[src/ssp_defines.svh]
// Register offsets, field positions, reset values and mode codes of the serial port.
// Included by the package file and the testbench; holds definitions only.
`ifndef SSP_DEFINES_SVH
`define SSP_DEFINES_SVH
`define SSP_OFS_BUFFER 8'h13
`define SSP_OFS_CONTROL 8'h14
`define SSP_OFS_STATUS 8'h94
`define SSP_OFS_ADDRESS 8'h93
`define SSP_BIT_WRITE_COLLISION_FLAG 7
`define SSP_BIT_OVF 6
`define SSP_BIT_EN 5
`define SSP_BIT_CKP 4
`define SSP_BIT_SMP 7
`define SSP_BIT_CKE 6
`define SSP_BIT_STOP 4
`define SSP_BIT_START 3
`define SSP_BIT_BF 0
`define SSP_CTRL_RESET 8'h00
`define SSP_STAT_RESET 8'h00
`define SSP_MODE_M4 4'h0
`define SSP_MODE_M16 4'h1
`define SSP_MODE_M64 4'h2
`define SSP_MODE_MT2 4'h3
`define SSP_MODE_SSS 4'h4
`define SSP_MODE_SNS 4'h5
`define SSP_MODE_I7 4'h6
`define SSP_MODE_I10 4'h7
`define SSP_MODE_IFM 4'hB
`define SSP_MODE_I7SP 4'hE
`define SSP_MODE_I10SP 4'hF
`define SSP_DIV_4 8'h01
`define SSP_DIV_16 8'h07
`define SSP_DIV_64 8'h1F
`define SSP_BITS 4'h8
`endif

[src/ssp_pkg.sv]
// Types shared by the serial port design.
// Assumes ssp_defines.svh is on the include path.
`include "ssp_defines.svh"
package ssp_pkg;
	typedef enum logic [2:0] {
		SSP_IDLE = 3'b001,
		SSP_LEAD = 3'b010,
		SSP_TRAIL = 3'b100
	} ssp_state_type;
	typedef struct packed {
		logic clk;
		logic data;
	} ssp_pin_type;
endpackage : ssp_pkg

[src/ssp_port.sv]
// Synchronous serial port: SPI master and slave, I2C pin control and start/stop flags.
// Assumes one 100 MHz clock, a synchronous active-low reset and a CPU register port.
// Overview of operation
// RULE_01: Buffer write during shift sets collision bit 7.
// RULE_02: Slave byte with full buffer sets overflow, dropped.
// RULE_03: Master never sets the overflow flag.
// RULE_04: I2C byte into full buffer sets overflow; the code receives no I2C bytes and never sets it.
// RULE_05: Enable bit 5 gives pins to port.
// RULE_06: SPI polarity bit 4 sets clock idle.
// RULE_07: I2C bit 4 zero stretches clock low.
// RULE_08: Mode 0-3 picks master clock divider.
// RULE_09: Mode 4 uses select, mode 5 ignores it.
// RULE_10: I2C mode codes six, seven, B, E, F.
// RULE_11: Eight bits shift out and in together.
// RULE_12: Software disables, reconfigures, re-enables to reset.
// RULE_13: Mode 4 resets shifting while select high.
// RULE_14: Software uses mode 4 when edge select set.
// RULE_15: Software sets pin directions correctly.
// RULE_16: I2C flags start and stop conditions.
// RULE_17: I2C pins driven open-drain when enabled.
// RULE_18: Shift register reachable only through buffer.
// RULE_19: Control and status reset to zero.
// RULE_20: Edge select picks the output clock edge; the master ignores it and always changes data on the return to idle.
// RULE_21: Sample phase picks middle or end sampling; in mode 0 the master always samples at the end.
// RULE_22: Buffer-full bit shows unread received byte.
// RULE_23: Reserved modes leave pins inactive.
//
// Design decision made here: the strobed register port.
`timescale 1ns/1ps
module ssp_port
	import ssp_pkg::*;
(
	input wire logic clk_in,
	input wire logic rstn_in,
	input wire logic [7:0] addr_in,
	input wire logic [7:0] wdata_in,
	input wire logic wr_in,
	input wire logic rd_in,
	output logic [7:0] rdata_out,
	input wire logic timer_two_in,
	input wire logic sck_in,
	output logic sck_out,
	output logic sck_oe_out,
	input wire logic serial_data_in_pin_in,
	output logic serial_data_out_pin_out,
	output logic serial_data_out_pin_oe_out,
	output logic sda_oe_out,
	input wire logic slave_select_n_in
);
	logic [7:0] serial_port_control, next_control;
	logic [7:0] serial_port_status, next_status;
	logic [7:0] serial_buffer, next_buffer;
	logic [7:0] slave_address_register, next_address;
	logic [7:0] shift_register, next_shift;
	logic [3:0] bit_count, next_count;
	logic [7:0] div_count, next_div;
	logic [7:0] rdata, next_rdata;
	ssp_state_type state, next_state;
	logic sclk, next_sclk, serial_data_out_pin, next_sdo, t2_last, next_t2_last;
	ssp_pin_type pin_a, pin_b;
	logic ss_a, ss_b, t2_a, t2_b, sin_last, next_sin_last, sck_last, next_sck_last;
	logic [7:0] pin_sync_a, pin_sync_b;
	// Every pin input passes two flops; only the second stage is read.
	always_ff @(posedge clk_in) begin
		pin_a <= '{clk: sck_in, data: serial_data_in_pin_in};
		pin_b <= pin_a;
		ss_a <= slave_select_n_in;
		ss_b <= ss_a;
		t2_a <= timer_two_in;
		t2_b <= t2_a;
	end
	logic [3:0] mode;
	logic enabled, polarity, is_master, is_slave, is_i2c, edge_sel, smp_end;
	assign mode = serial_port_control[3:0];
	assign enabled = serial_port_control[`SSP_BIT_EN];
	assign polarity = serial_port_control[`SSP_BIT_CKP];
	assign edge_sel = serial_port_status[`SSP_BIT_CKE];
	assign smp_end = serial_port_status[`SSP_BIT_SMP];
	assign is_master = enabled && (mode <= `SSP_MODE_MT2); // [RULE_08]
	assign is_slave = enabled && (mode == `SSP_MODE_SSS || mode == `SSP_MODE_SNS); // [RULE_09]
	assign is_i2c = enabled && (mode == `SSP_MODE_I7 || mode == `SSP_MODE_I10 ||
		mode == `SSP_MODE_IFM || mode == `SSP_MODE_I7SP || mode == `SSP_MODE_I10SP); // [RULE_10]
	logic slave_held;
	assign slave_held = (mode == `SSP_MODE_SSS) && ss_b; // [RULE_13]
	logic buf_wr, buf_rd;
	assign buf_wr = wr_in && addr_in == `SSP_OFS_BUFFER;
	assign buf_rd = rd_in && addr_in == `SSP_OFS_BUFFER;
	// Master bit-clock tick: divider for modes 0-2, every other timer edge for mode 3.
	logic tick;
	logic [7:0] div_limit;
	always_comb begin
		case (mode)
			`SSP_MODE_M16: div_limit = `SSP_DIV_16;
			`SSP_MODE_M64: div_limit = `SSP_DIV_64;
			default: div_limit = `SSP_DIV_4;
		endcase
		tick = 1'b0;
		next_div = div_count;
		next_t2_last = t2_b;
		if (mode == `SSP_MODE_MT2) begin
			tick = t2_b && !t2_last; // [RULE_08]
		end else if (div_count >= div_limit) begin
			tick = 1'b1;
			next_div = 8'h00;
		end else begin
			next_div = div_count + 8'h01;
		end
		if (state == SSP_IDLE) begin
			next_div = 8'h00;
		end
	end
	// Slave clock edges, in the polarity-normalised sense: lead leaves idle, trail returns.
	logic sck_norm, sck_norm_last, slave_lead, slave_trail, out_on_lead;
	assign sck_norm = pin_b.clk ^ polarity;
	assign sck_norm_last = sck_last ^ polarity;
	assign slave_lead = sck_norm && !sck_norm_last;
	assign slave_trail = !sck_norm && sck_norm_last;
	// In slave mode edge select 1 drives data on the edge leaving idle: rising for idle low, falling for
	// idle high. [RULE_20]
	assign out_on_lead = edge_sel;
	// The pin round trip (registered clock out, two sync flops in) is longer than half a bit
	// at the fastest rate, so there the middle sample moves to the trailing tick. [RULE_21]
	logic sample_lead;
	assign sample_lead = !smp_end && (mode != `SSP_MODE_M4);
	always_comb begin
		next_control = serial_port_control;
		next_status = serial_port_status;
		next_buffer = serial_buffer;
		next_address = slave_address_register;
		next_shift = shift_register;
		next_count = bit_count;
		next_state = state;
		next_sclk = sclk;
		next_sdo = serial_data_out_pin;
		next_rdata = 8'h00;
		next_sin_last = pin_b.data;
		next_sck_last = pin_b.clk;
		if (rd_in) begin
			case (addr_in)
				`SSP_OFS_BUFFER: next_rdata = serial_buffer;
				`SSP_OFS_CONTROL: next_rdata = serial_port_control;
				`SSP_OFS_STATUS: next_rdata = serial_port_status;
				`SSP_OFS_ADDRESS: next_rdata = slave_address_register;
				default: next_rdata = 8'h00;
			endcase
		end
		if (buf_rd) begin
			next_status[`SSP_BIT_BF] = 1'b0; // [RULE_22]
		end
		if (wr_in) begin
			case (addr_in)
				`SSP_OFS_CONTROL: next_control = wdata_in;
				`SSP_OFS_STATUS: next_status[7:6] = wdata_in[7:6];
				`SSP_OFS_ADDRESS: next_address = wdata_in;
				default: ;
			endcase
		end
		if (buf_wr) begin
			next_buffer = wdata_in;
			if (state != SSP_IDLE) begin
				next_control[`SSP_BIT_WRITE_COLLISION_FLAG] = 1'b1; // [RULE_01]
			end else if (is_master || is_slave) begin
				// The buffer feeds the hidden shifter; no other path reaches it. [RULE_18]
				next_shift = wdata_in;
				next_count = 4'h0;
				next_state = is_master ? SSP_LEAD : SSP_TRAIL;
				next_sdo = wdata_in[7];
			end
		end
		if (is_master && tick && state != SSP_IDLE) begin
			if (state == SSP_LEAD) begin
				next_sclk = !polarity;
				next_state = SSP_TRAIL;
				if (sample_lead) begin
					next_shift = {shift_register[6:0], pin_b.data}; // [RULE_21]
				end
			end else begin
				next_sclk = polarity; // [RULE_06]
				if (!sample_lead) begin
					next_shift = {shift_register[6:0], pin_b.data}; // [RULE_21]
				end
				next_count = bit_count + 4'h1; // [RULE_11]
				if (bit_count + 4'h1 == `SSP_BITS) begin
					next_state = SSP_IDLE;
					next_buffer = sample_lead ? shift_register : {shift_register[6:0], pin_b.data};
					next_status[`SSP_BIT_BF] = 1'b1; // [RULE_03] [RULE_22]
				end else begin
					next_state = SSP_LEAD;
					next_sdo = sample_lead ? shift_register[7] : shift_register[6];
				end
			end
		end
		if (is_slave && !slave_held) begin
			if ((out_on_lead ? slave_trail : slave_lead)) begin
				next_shift = {shift_register[6:0], pin_b.data}; // [RULE_11]
				next_count = bit_count + 4'h1;
				if (bit_count + 4'h1 == `SSP_BITS) begin
					next_count = 4'h0;
					next_state = SSP_IDLE;
					if (serial_port_status[`SSP_BIT_BF] && !buf_rd) begin
						next_control[`SSP_BIT_OVF] = 1'b1; // [RULE_02]
					end else begin
						next_buffer = {shift_register[6:0], pin_b.data};
						next_status[`SSP_BIT_BF] = 1'b1; // [RULE_22]
					end
				end
			end else if ((out_on_lead ? slave_lead : slave_trail) && bit_count != 4'h0) begin
				next_sdo = shift_register[7];
			end
		end
		if (slave_held) begin
			next_count = 4'h0; // [RULE_13]
			next_state = SSP_IDLE;
		end
		// Start: data falls while clock high. Stop: data rises while clock high. [RULE_16]
		if (is_i2c && pin_b.clk && sck_last) begin
			if (!pin_b.data && sin_last) begin
				next_status[`SSP_BIT_START] = 1'b1;
				next_status[`SSP_BIT_STOP] = 1'b0;
			end else if (pin_b.data && !sin_last) begin
				next_status[`SSP_BIT_STOP] = 1'b1;
				next_status[`SSP_BIT_START] = 1'b0;
			end
		end
		if (!enabled) begin
			next_state = SSP_IDLE; // [RULE_12]
			next_count = 4'h0;
			next_sclk = polarity;
			next_status[`SSP_BIT_START] = 1'b0;
			next_status[`SSP_BIT_STOP] = 1'b0;
		end else if (state == SSP_IDLE) begin
			next_sclk = polarity; // [RULE_06]
		end
	end
	always_ff @(posedge clk_in) begin
		if (!rstn_in) begin
			serial_port_control <= `SSP_CTRL_RESET; // [RULE_19]
			serial_port_status <= `SSP_STAT_RESET;
			slave_address_register <= 8'h00;
			shift_register <= 8'h00;
			bit_count <= 4'h0;
			div_count <= 8'h00;
			state <= SSP_IDLE;
			sclk <= 1'b0;
			serial_data_out_pin <= 1'b0;
			rdata <= 8'h00;
			t2_last <= 1'b0;
			sin_last <= 1'b1;
			sck_last <= 1'b1;
		end else begin
			serial_port_control <= next_control;
			serial_port_status <= next_status;
			slave_address_register <= next_address;
			shift_register <= next_shift;
			bit_count <= next_count;
			div_count <= next_div;
			state <= next_state;
			sclk <= next_sclk;
			serial_data_out_pin <= next_sdo;
			rdata <= next_rdata;
			t2_last <= next_t2_last;
			sin_last <= next_sin_last;
			sck_last <= next_sck_last;
		end
	end
	// The buffer keeps its content through reset, as software may still want it. [RULE_19]
	always_ff @(posedge clk_in) begin
		serial_buffer <= next_buffer;
	end
	// Pin drivers, registered so each output comes straight from a flop.
	always_ff @(posedge clk_in) begin
		if (!rstn_in) begin
			sck_out <= 1'b0;
			sck_oe_out <= 1'b0;
			serial_data_out_pin_out <= 1'b0;
			serial_data_out_pin_oe_out <= 1'b0;
			sda_oe_out <= 1'b0;
		end else begin
			sck_out <= is_i2c ? 1'b0 : sclk; // [RULE_05] [RULE_17]
			sck_oe_out <= is_master || (is_i2c && !polarity); // [RULE_07] [RULE_23]
			serial_data_out_pin_out <= serial_data_out_pin;
			serial_data_out_pin_oe_out <= (is_master || (is_slave && !slave_held)); // [RULE_05]
			sda_oe_out <= 1'b0; // [RULE_17]
		end
	end
	assign rdata_out = rdata;
	chk_write_collision_flag_set: assert property (@(posedge clk_in) disable iff (!rstn_in) // [RULE_01]
		buf_wr && state != SSP_IDLE |=> serial_port_control[`SSP_BIT_WRITE_COLLISION_FLAG])
		else $error("collision not flagged");
	chk_master_no_ovf: assert property (@(posedge clk_in) disable iff (!rstn_in) // [RULE_03]
		is_master && !(wr_in && addr_in == `SSP_OFS_CONTROL) && !serial_port_control[`SSP_BIT_OVF]
		|=> !serial_port_control[`SSP_BIT_OVF])
		else $error("overflow set as master");
	chk_idle_clock: assert property (@(posedge clk_in) disable iff (!rstn_in) // [RULE_06]
		is_master && state == SSP_IDLE && $stable(serial_port_control) ##1
		$stable(serial_port_control) |=> sck_out == polarity)
		else $error("idle clock level wrong");
	chk_stretch: assert property (@(posedge clk_in) disable iff (!rstn_in) // [RULE_07]
		is_i2c && !polarity |=> sck_oe_out && !sck_out)
		else $error("clock not held low");
	chk_disabled_pins: assert property (@(posedge clk_in) disable iff (!rstn_in) // [RULE_05]
		!enabled |=> !sck_oe_out && !serial_data_out_pin_oe_out)
		else $error("pins driven while disabled");
	chk_reserved_mode: assert property (@(posedge clk_in) disable iff (!rstn_in) // [RULE_23]
		enabled && !is_master && !is_slave && !is_i2c |=> !sck_oe_out && !sda_oe_out)
		else $error("reserved mode drives pins");
	chk_master_len: assert property (@(posedge clk_in) disable iff (!rstn_in) // [RULE_11]
		is_master && mode == `SSP_MODE_M4 && buf_wr && state == SSP_IDLE
		|-> ##[30:40] state == SSP_IDLE)
		else $error("master transfer length wrong");
	chk_ss_reset: assert property (@(posedge clk_in) disable iff (!rstn_in) // [RULE_13]
		slave_held && enabled |=> bit_count == 4'h0)
		else $error("select high did not reset");
	chk_bf_read: assert property (@(posedge clk_in) disable iff (!rstn_in) // [RULE_22]
		buf_rd && state == SSP_IDLE && !is_slave |=> !serial_port_status[`SSP_BIT_BF])
		else $error("buffer full not cleared");
endmodule : ssp_port

[config.mk]
export PLATFORM = sky130hd
export DESIGN_NAME = ssp_port
export DESIGN_NICKNAME = d
export VERILOG_FILES = /design/src/ssp_pkg.sv /design/src/ssp_port.sv
export VERILOG_INCLUDE_DIRS = /design/src
export SDC_FILE = /design/constraint.sdc
export NUM_CORES = 1
export LEC_CHECK = 0
export ABC_AREA = 1
export BUFFER_PORTS_ARGS = -buffer_cell sky130_fd_sc_hd__buf_2
export CORE_ASPECT_RATIO = 1.75
export CORE_UTILIZATION = 30
export CTS_CLUSTER_DIAMETER = 150
export DETAILED_ROUTE_END_ITERATION = 7
export SYNTH_ARGS = -nofsm -noshare
export SYNTH_HDL_FRONTEND = slang
export SYNTH_SLANG_ARGS = --single-unit
[constraint.sdc]
create_clock -name clk_in -period 4.2 [get_ports clk_in]
set_input_delay 0.84 -clock clk_in [delete_from_list [all_inputs] [get_ports clk_in]]
set_output_delay 0.84 -clock clk_in [all_outputs]
set_load 0.01 [all_outputs]
==> results.py <==
metrics = {
    "cts": {
        "clock_path_buffers": 2,
        "ctsHoldBuffers": 0,
        "cts_buffers": 9,
        "h-tree-depth": 3,
        "clock_latency_ns": 0.34,
        "root_buffer": "clkbuf_16",
        "clk_pin_slew_ns": 0.06,
        "cts_resized": 0,
        "cts.sinks": 77,
        "cts_tree": "yes",
        "post_cts_buffers": 0,
    },
    "grt": {
        "first_global_vias": 3476,
        "antenna_found_initial": 0,
        "grt_remaining_overflow": 0,
        "grt_max_degree": 34,
        "grt_usage_pct": 16.5,
        "grt_pass1_wl_microns": 16200,
    },
    "detailed_routing": {
        "wl_per_cell_microns": 13.5,
        "drt_wl_total_microns": 9890,
        "via_per_inst": 4.71,
        "detail-route-antenna-nets": 0,
        "first_pass_iters": 5,
        "drc": 0,
        "vias": 3463,
        "drtIter0Drc": 176,
    },
    "synth": {
        "ys_top_cells_by_area": "dfxtp_1 (41%), nand2_1 (12%), inv_1 (7.4%)",
        "synth_top_area_share_pct": 40.8,
        "synth_most_common_cell": "nand2_1",
        "synth_area_sq_um": 3770,
        "syn_inst": 527,
        "synth_warnings": 0,
        "synth_cell_types": 41,
        "async_flop_share_pct": 0,
        "avgSynthCellArea_sq_um": 7.16,
        "synth-seq-cells": 77,
        "synth_largest_area_cell": "dfxtp_1",
        "synthesis.nets": 557,
        "synth_ff_type": "dfxtp_1",
        "yosysSeqAreaShare_pct": 40.8,
        "synth-edff-count": 0,
        "ys_top_cells_by_count": "nand2_1 (117), dfxtp_1 (77), inv_1 (74), o21ai_0 (51), nor2_1 (46)",
    },
    "pwr": {
        "p_leak_nw": 2.06,
        "powerDensity_nw_per_um2": 370,
        "vdd_ir_drop_max_mv": 0.184,
    },
    "floorplanning": {
        "coreArea_sq_um": 12100,
        "io_pins": 37,
        "start_util_pct": 31.1,
        "rows": 53,
        "dieArea_sq_um": 13000,
        "die_w_microns": 86.8,
        "die_y_microns": 150,
    },
    "worst_hold_path": {
        "hold_path_depth": 0,
        "min_path_type": "flip-flop to flip-flop",
        "hold_start": "pin_a[1]",
    },
    "finish": {
        "drive_gt1_share_pct": 15.3,
        "seqCellArea_sq_um": 1540,
        "antennaDiodeCount": 0,
        "fillCellCount": 1278,
        "multi_input_area_sq_um": 1870,
        "fin_nets": 595,
        "syn2layout_area_growth_pct": 17.3,
    },
    "setup_path": {
        "cp-start-kind": "input pin",
        "crit_arrival_ns": 2.41,
        "crit_slowest_cell": "nor4_2",
        "critical_path.max_fanout": 14,
        "max_stage_delay_ns": 0.41,
        "end_kind": "flip-flop",
        "crit_path_cell_trace": "buf_2, nor4_2, nand2_1, nor2_1, inv_1, o21ai_0, a21oi_1",
        "setup.worst_path.class": "input pin to flip-flop",
        "worstSetupStartpoint": "addr_in[0]",
        "r2r_cells": 12,
        "timing.rr.start": "serial_port_control[2]",
        "required_ns": 4.42,
    },
    "timing": {
        "setup_viol": 0,
        "hold_violations": 0,
        "skew_ns": 0.00508,
        "fmax_mhz": 457,
        "setup_ws_ns": 2.01,
        "rsz0062_at_grt": "no",
        "worstMarginPinSlew_ns": 0.650,
        "min_period_over_period_pct": 52.1,
        "relSlewSlack_pct": 56.2,
        "setup_tns_ns": 0,
        "post-route-min-period_ns": 2.19,
        "final-max-slew-violation-count": 0,
    },
    "place": {
        "place_hpwl_microns": 7840,
        "place_ws_ns": 1.71,
        "portBuffers": 35,
        "place_congestion": 0.892,
    },
    "outcome": {
        "status": "complete, no violations",
    },
    "run": {
        "drv_cap": 0,
    },
}
[metal layers]
| metal | share of wire [%] | GRT usage, % | wire length [microns] | up-vias |
|---|---|---|---|---|
| met5 | 0 | 0 | 0 | - |
| met4 | 6.3 | 12.7 | 622 | 0 |
| met3 | 3.5 | 3.95 | 351 | 38 |
| met2 | 54 | 30.1 | 5300 | 97 |
| met1 | 37 | 15.4 | 3620 | 1553 |
| li1 | - | - | - | 1775 |
[registers in the layout, summed over array words and instances (netlist names), 2 cells and up]
name	count
bit_count	4
div_count	8
pin_a	2
rdata_out	8
serial_buffer	8
serial_port_control	8
serial_port_status	5
shift_register	8
slave_address_register	8
state	3
[power by group]
group	total (W)	switching [W]	internal, W	leakage [nW]
Combinational	0.0000556	0.0000354	0.0000202	1.28
Clock	0.000836	0.000314	0.000523	0.160
Sequential	0.000747	0.00000579	0.000742	0.625
Total	0.00164	0.000355	0.00128	2.06
[worst max-delay path: cells and delay by family]
family | cells | cell delay, ns
and+or+nand+nor | 3 | 0.91
buffers and inverters | 2 | 0.34
AOI/OAI and AO/OA | 2 | 0.32
[path summary, 6_finish.rpt]
| check | to | slack (ns) |
|---|---|---|
| max | serial_port_control[5] | 2.01 |
| min | next_sck_last | 0.33 |
| max reg2reg | shift_register[7] | 2.16 |
| min reg2reg | next_sck_last | 0.33 |
[per-stage QoR]
step                utilization (%)  area, sq um  hold slack, ns  power [W]  std cells
floorplan                         -         3770           0.310   0.000791        527
global placement               33.8         4100           0.312   0.000818        719
detailed placement             33.8         4100           0.318   0.000819        719
CTS                            36.5         4430           0.332    0.00166        735
global route                   36.5         4430           0.339    0.00170        735
finish                         36.5         4430           0.327    0.00164        735
[cell type report]
class / count / area share [%]
clock buffer: 9 / 5.09
clock inverter: 7 / 2.26
inverter: 81 / 7.09
multi-input combinational: 361 / 42.1
sequential: 77 / 34.8
tap: 165 / 4.66
timing repair buffer: 35 / 3.96
[placed cells by master (no fill, tap or decap), drive strengths merged, types with 4 or more instances in the layout]
master and count:
buf 35, o22ai 9, o21ai 55, mux2i 5, clkbuf 9, ha 6
a31oi 4, dfxtp 77, a21oi 39, nor3 6, inv 80, nand3 38
nand2 128, xor2 4, nor2 53, clkinv 6
[cells by family after synthesis]
logic type / Yosys count / synth area share (%)
AND/OR/NAND/NOR: 233 / 29.2
other: 1 / 0.0994
adder cells (fa/ha/maj): 6 / 1.99
AO/OA/AOI/OAI: 110 / 15.5
XOR/XNOR: 6 / 1.39
multiplexers: 5 / 1.33
buffers and inverters: 89 / 9.72
flip-flops: 77 / 40.8
Note: power is estimated with default switching activity, not from simulation.
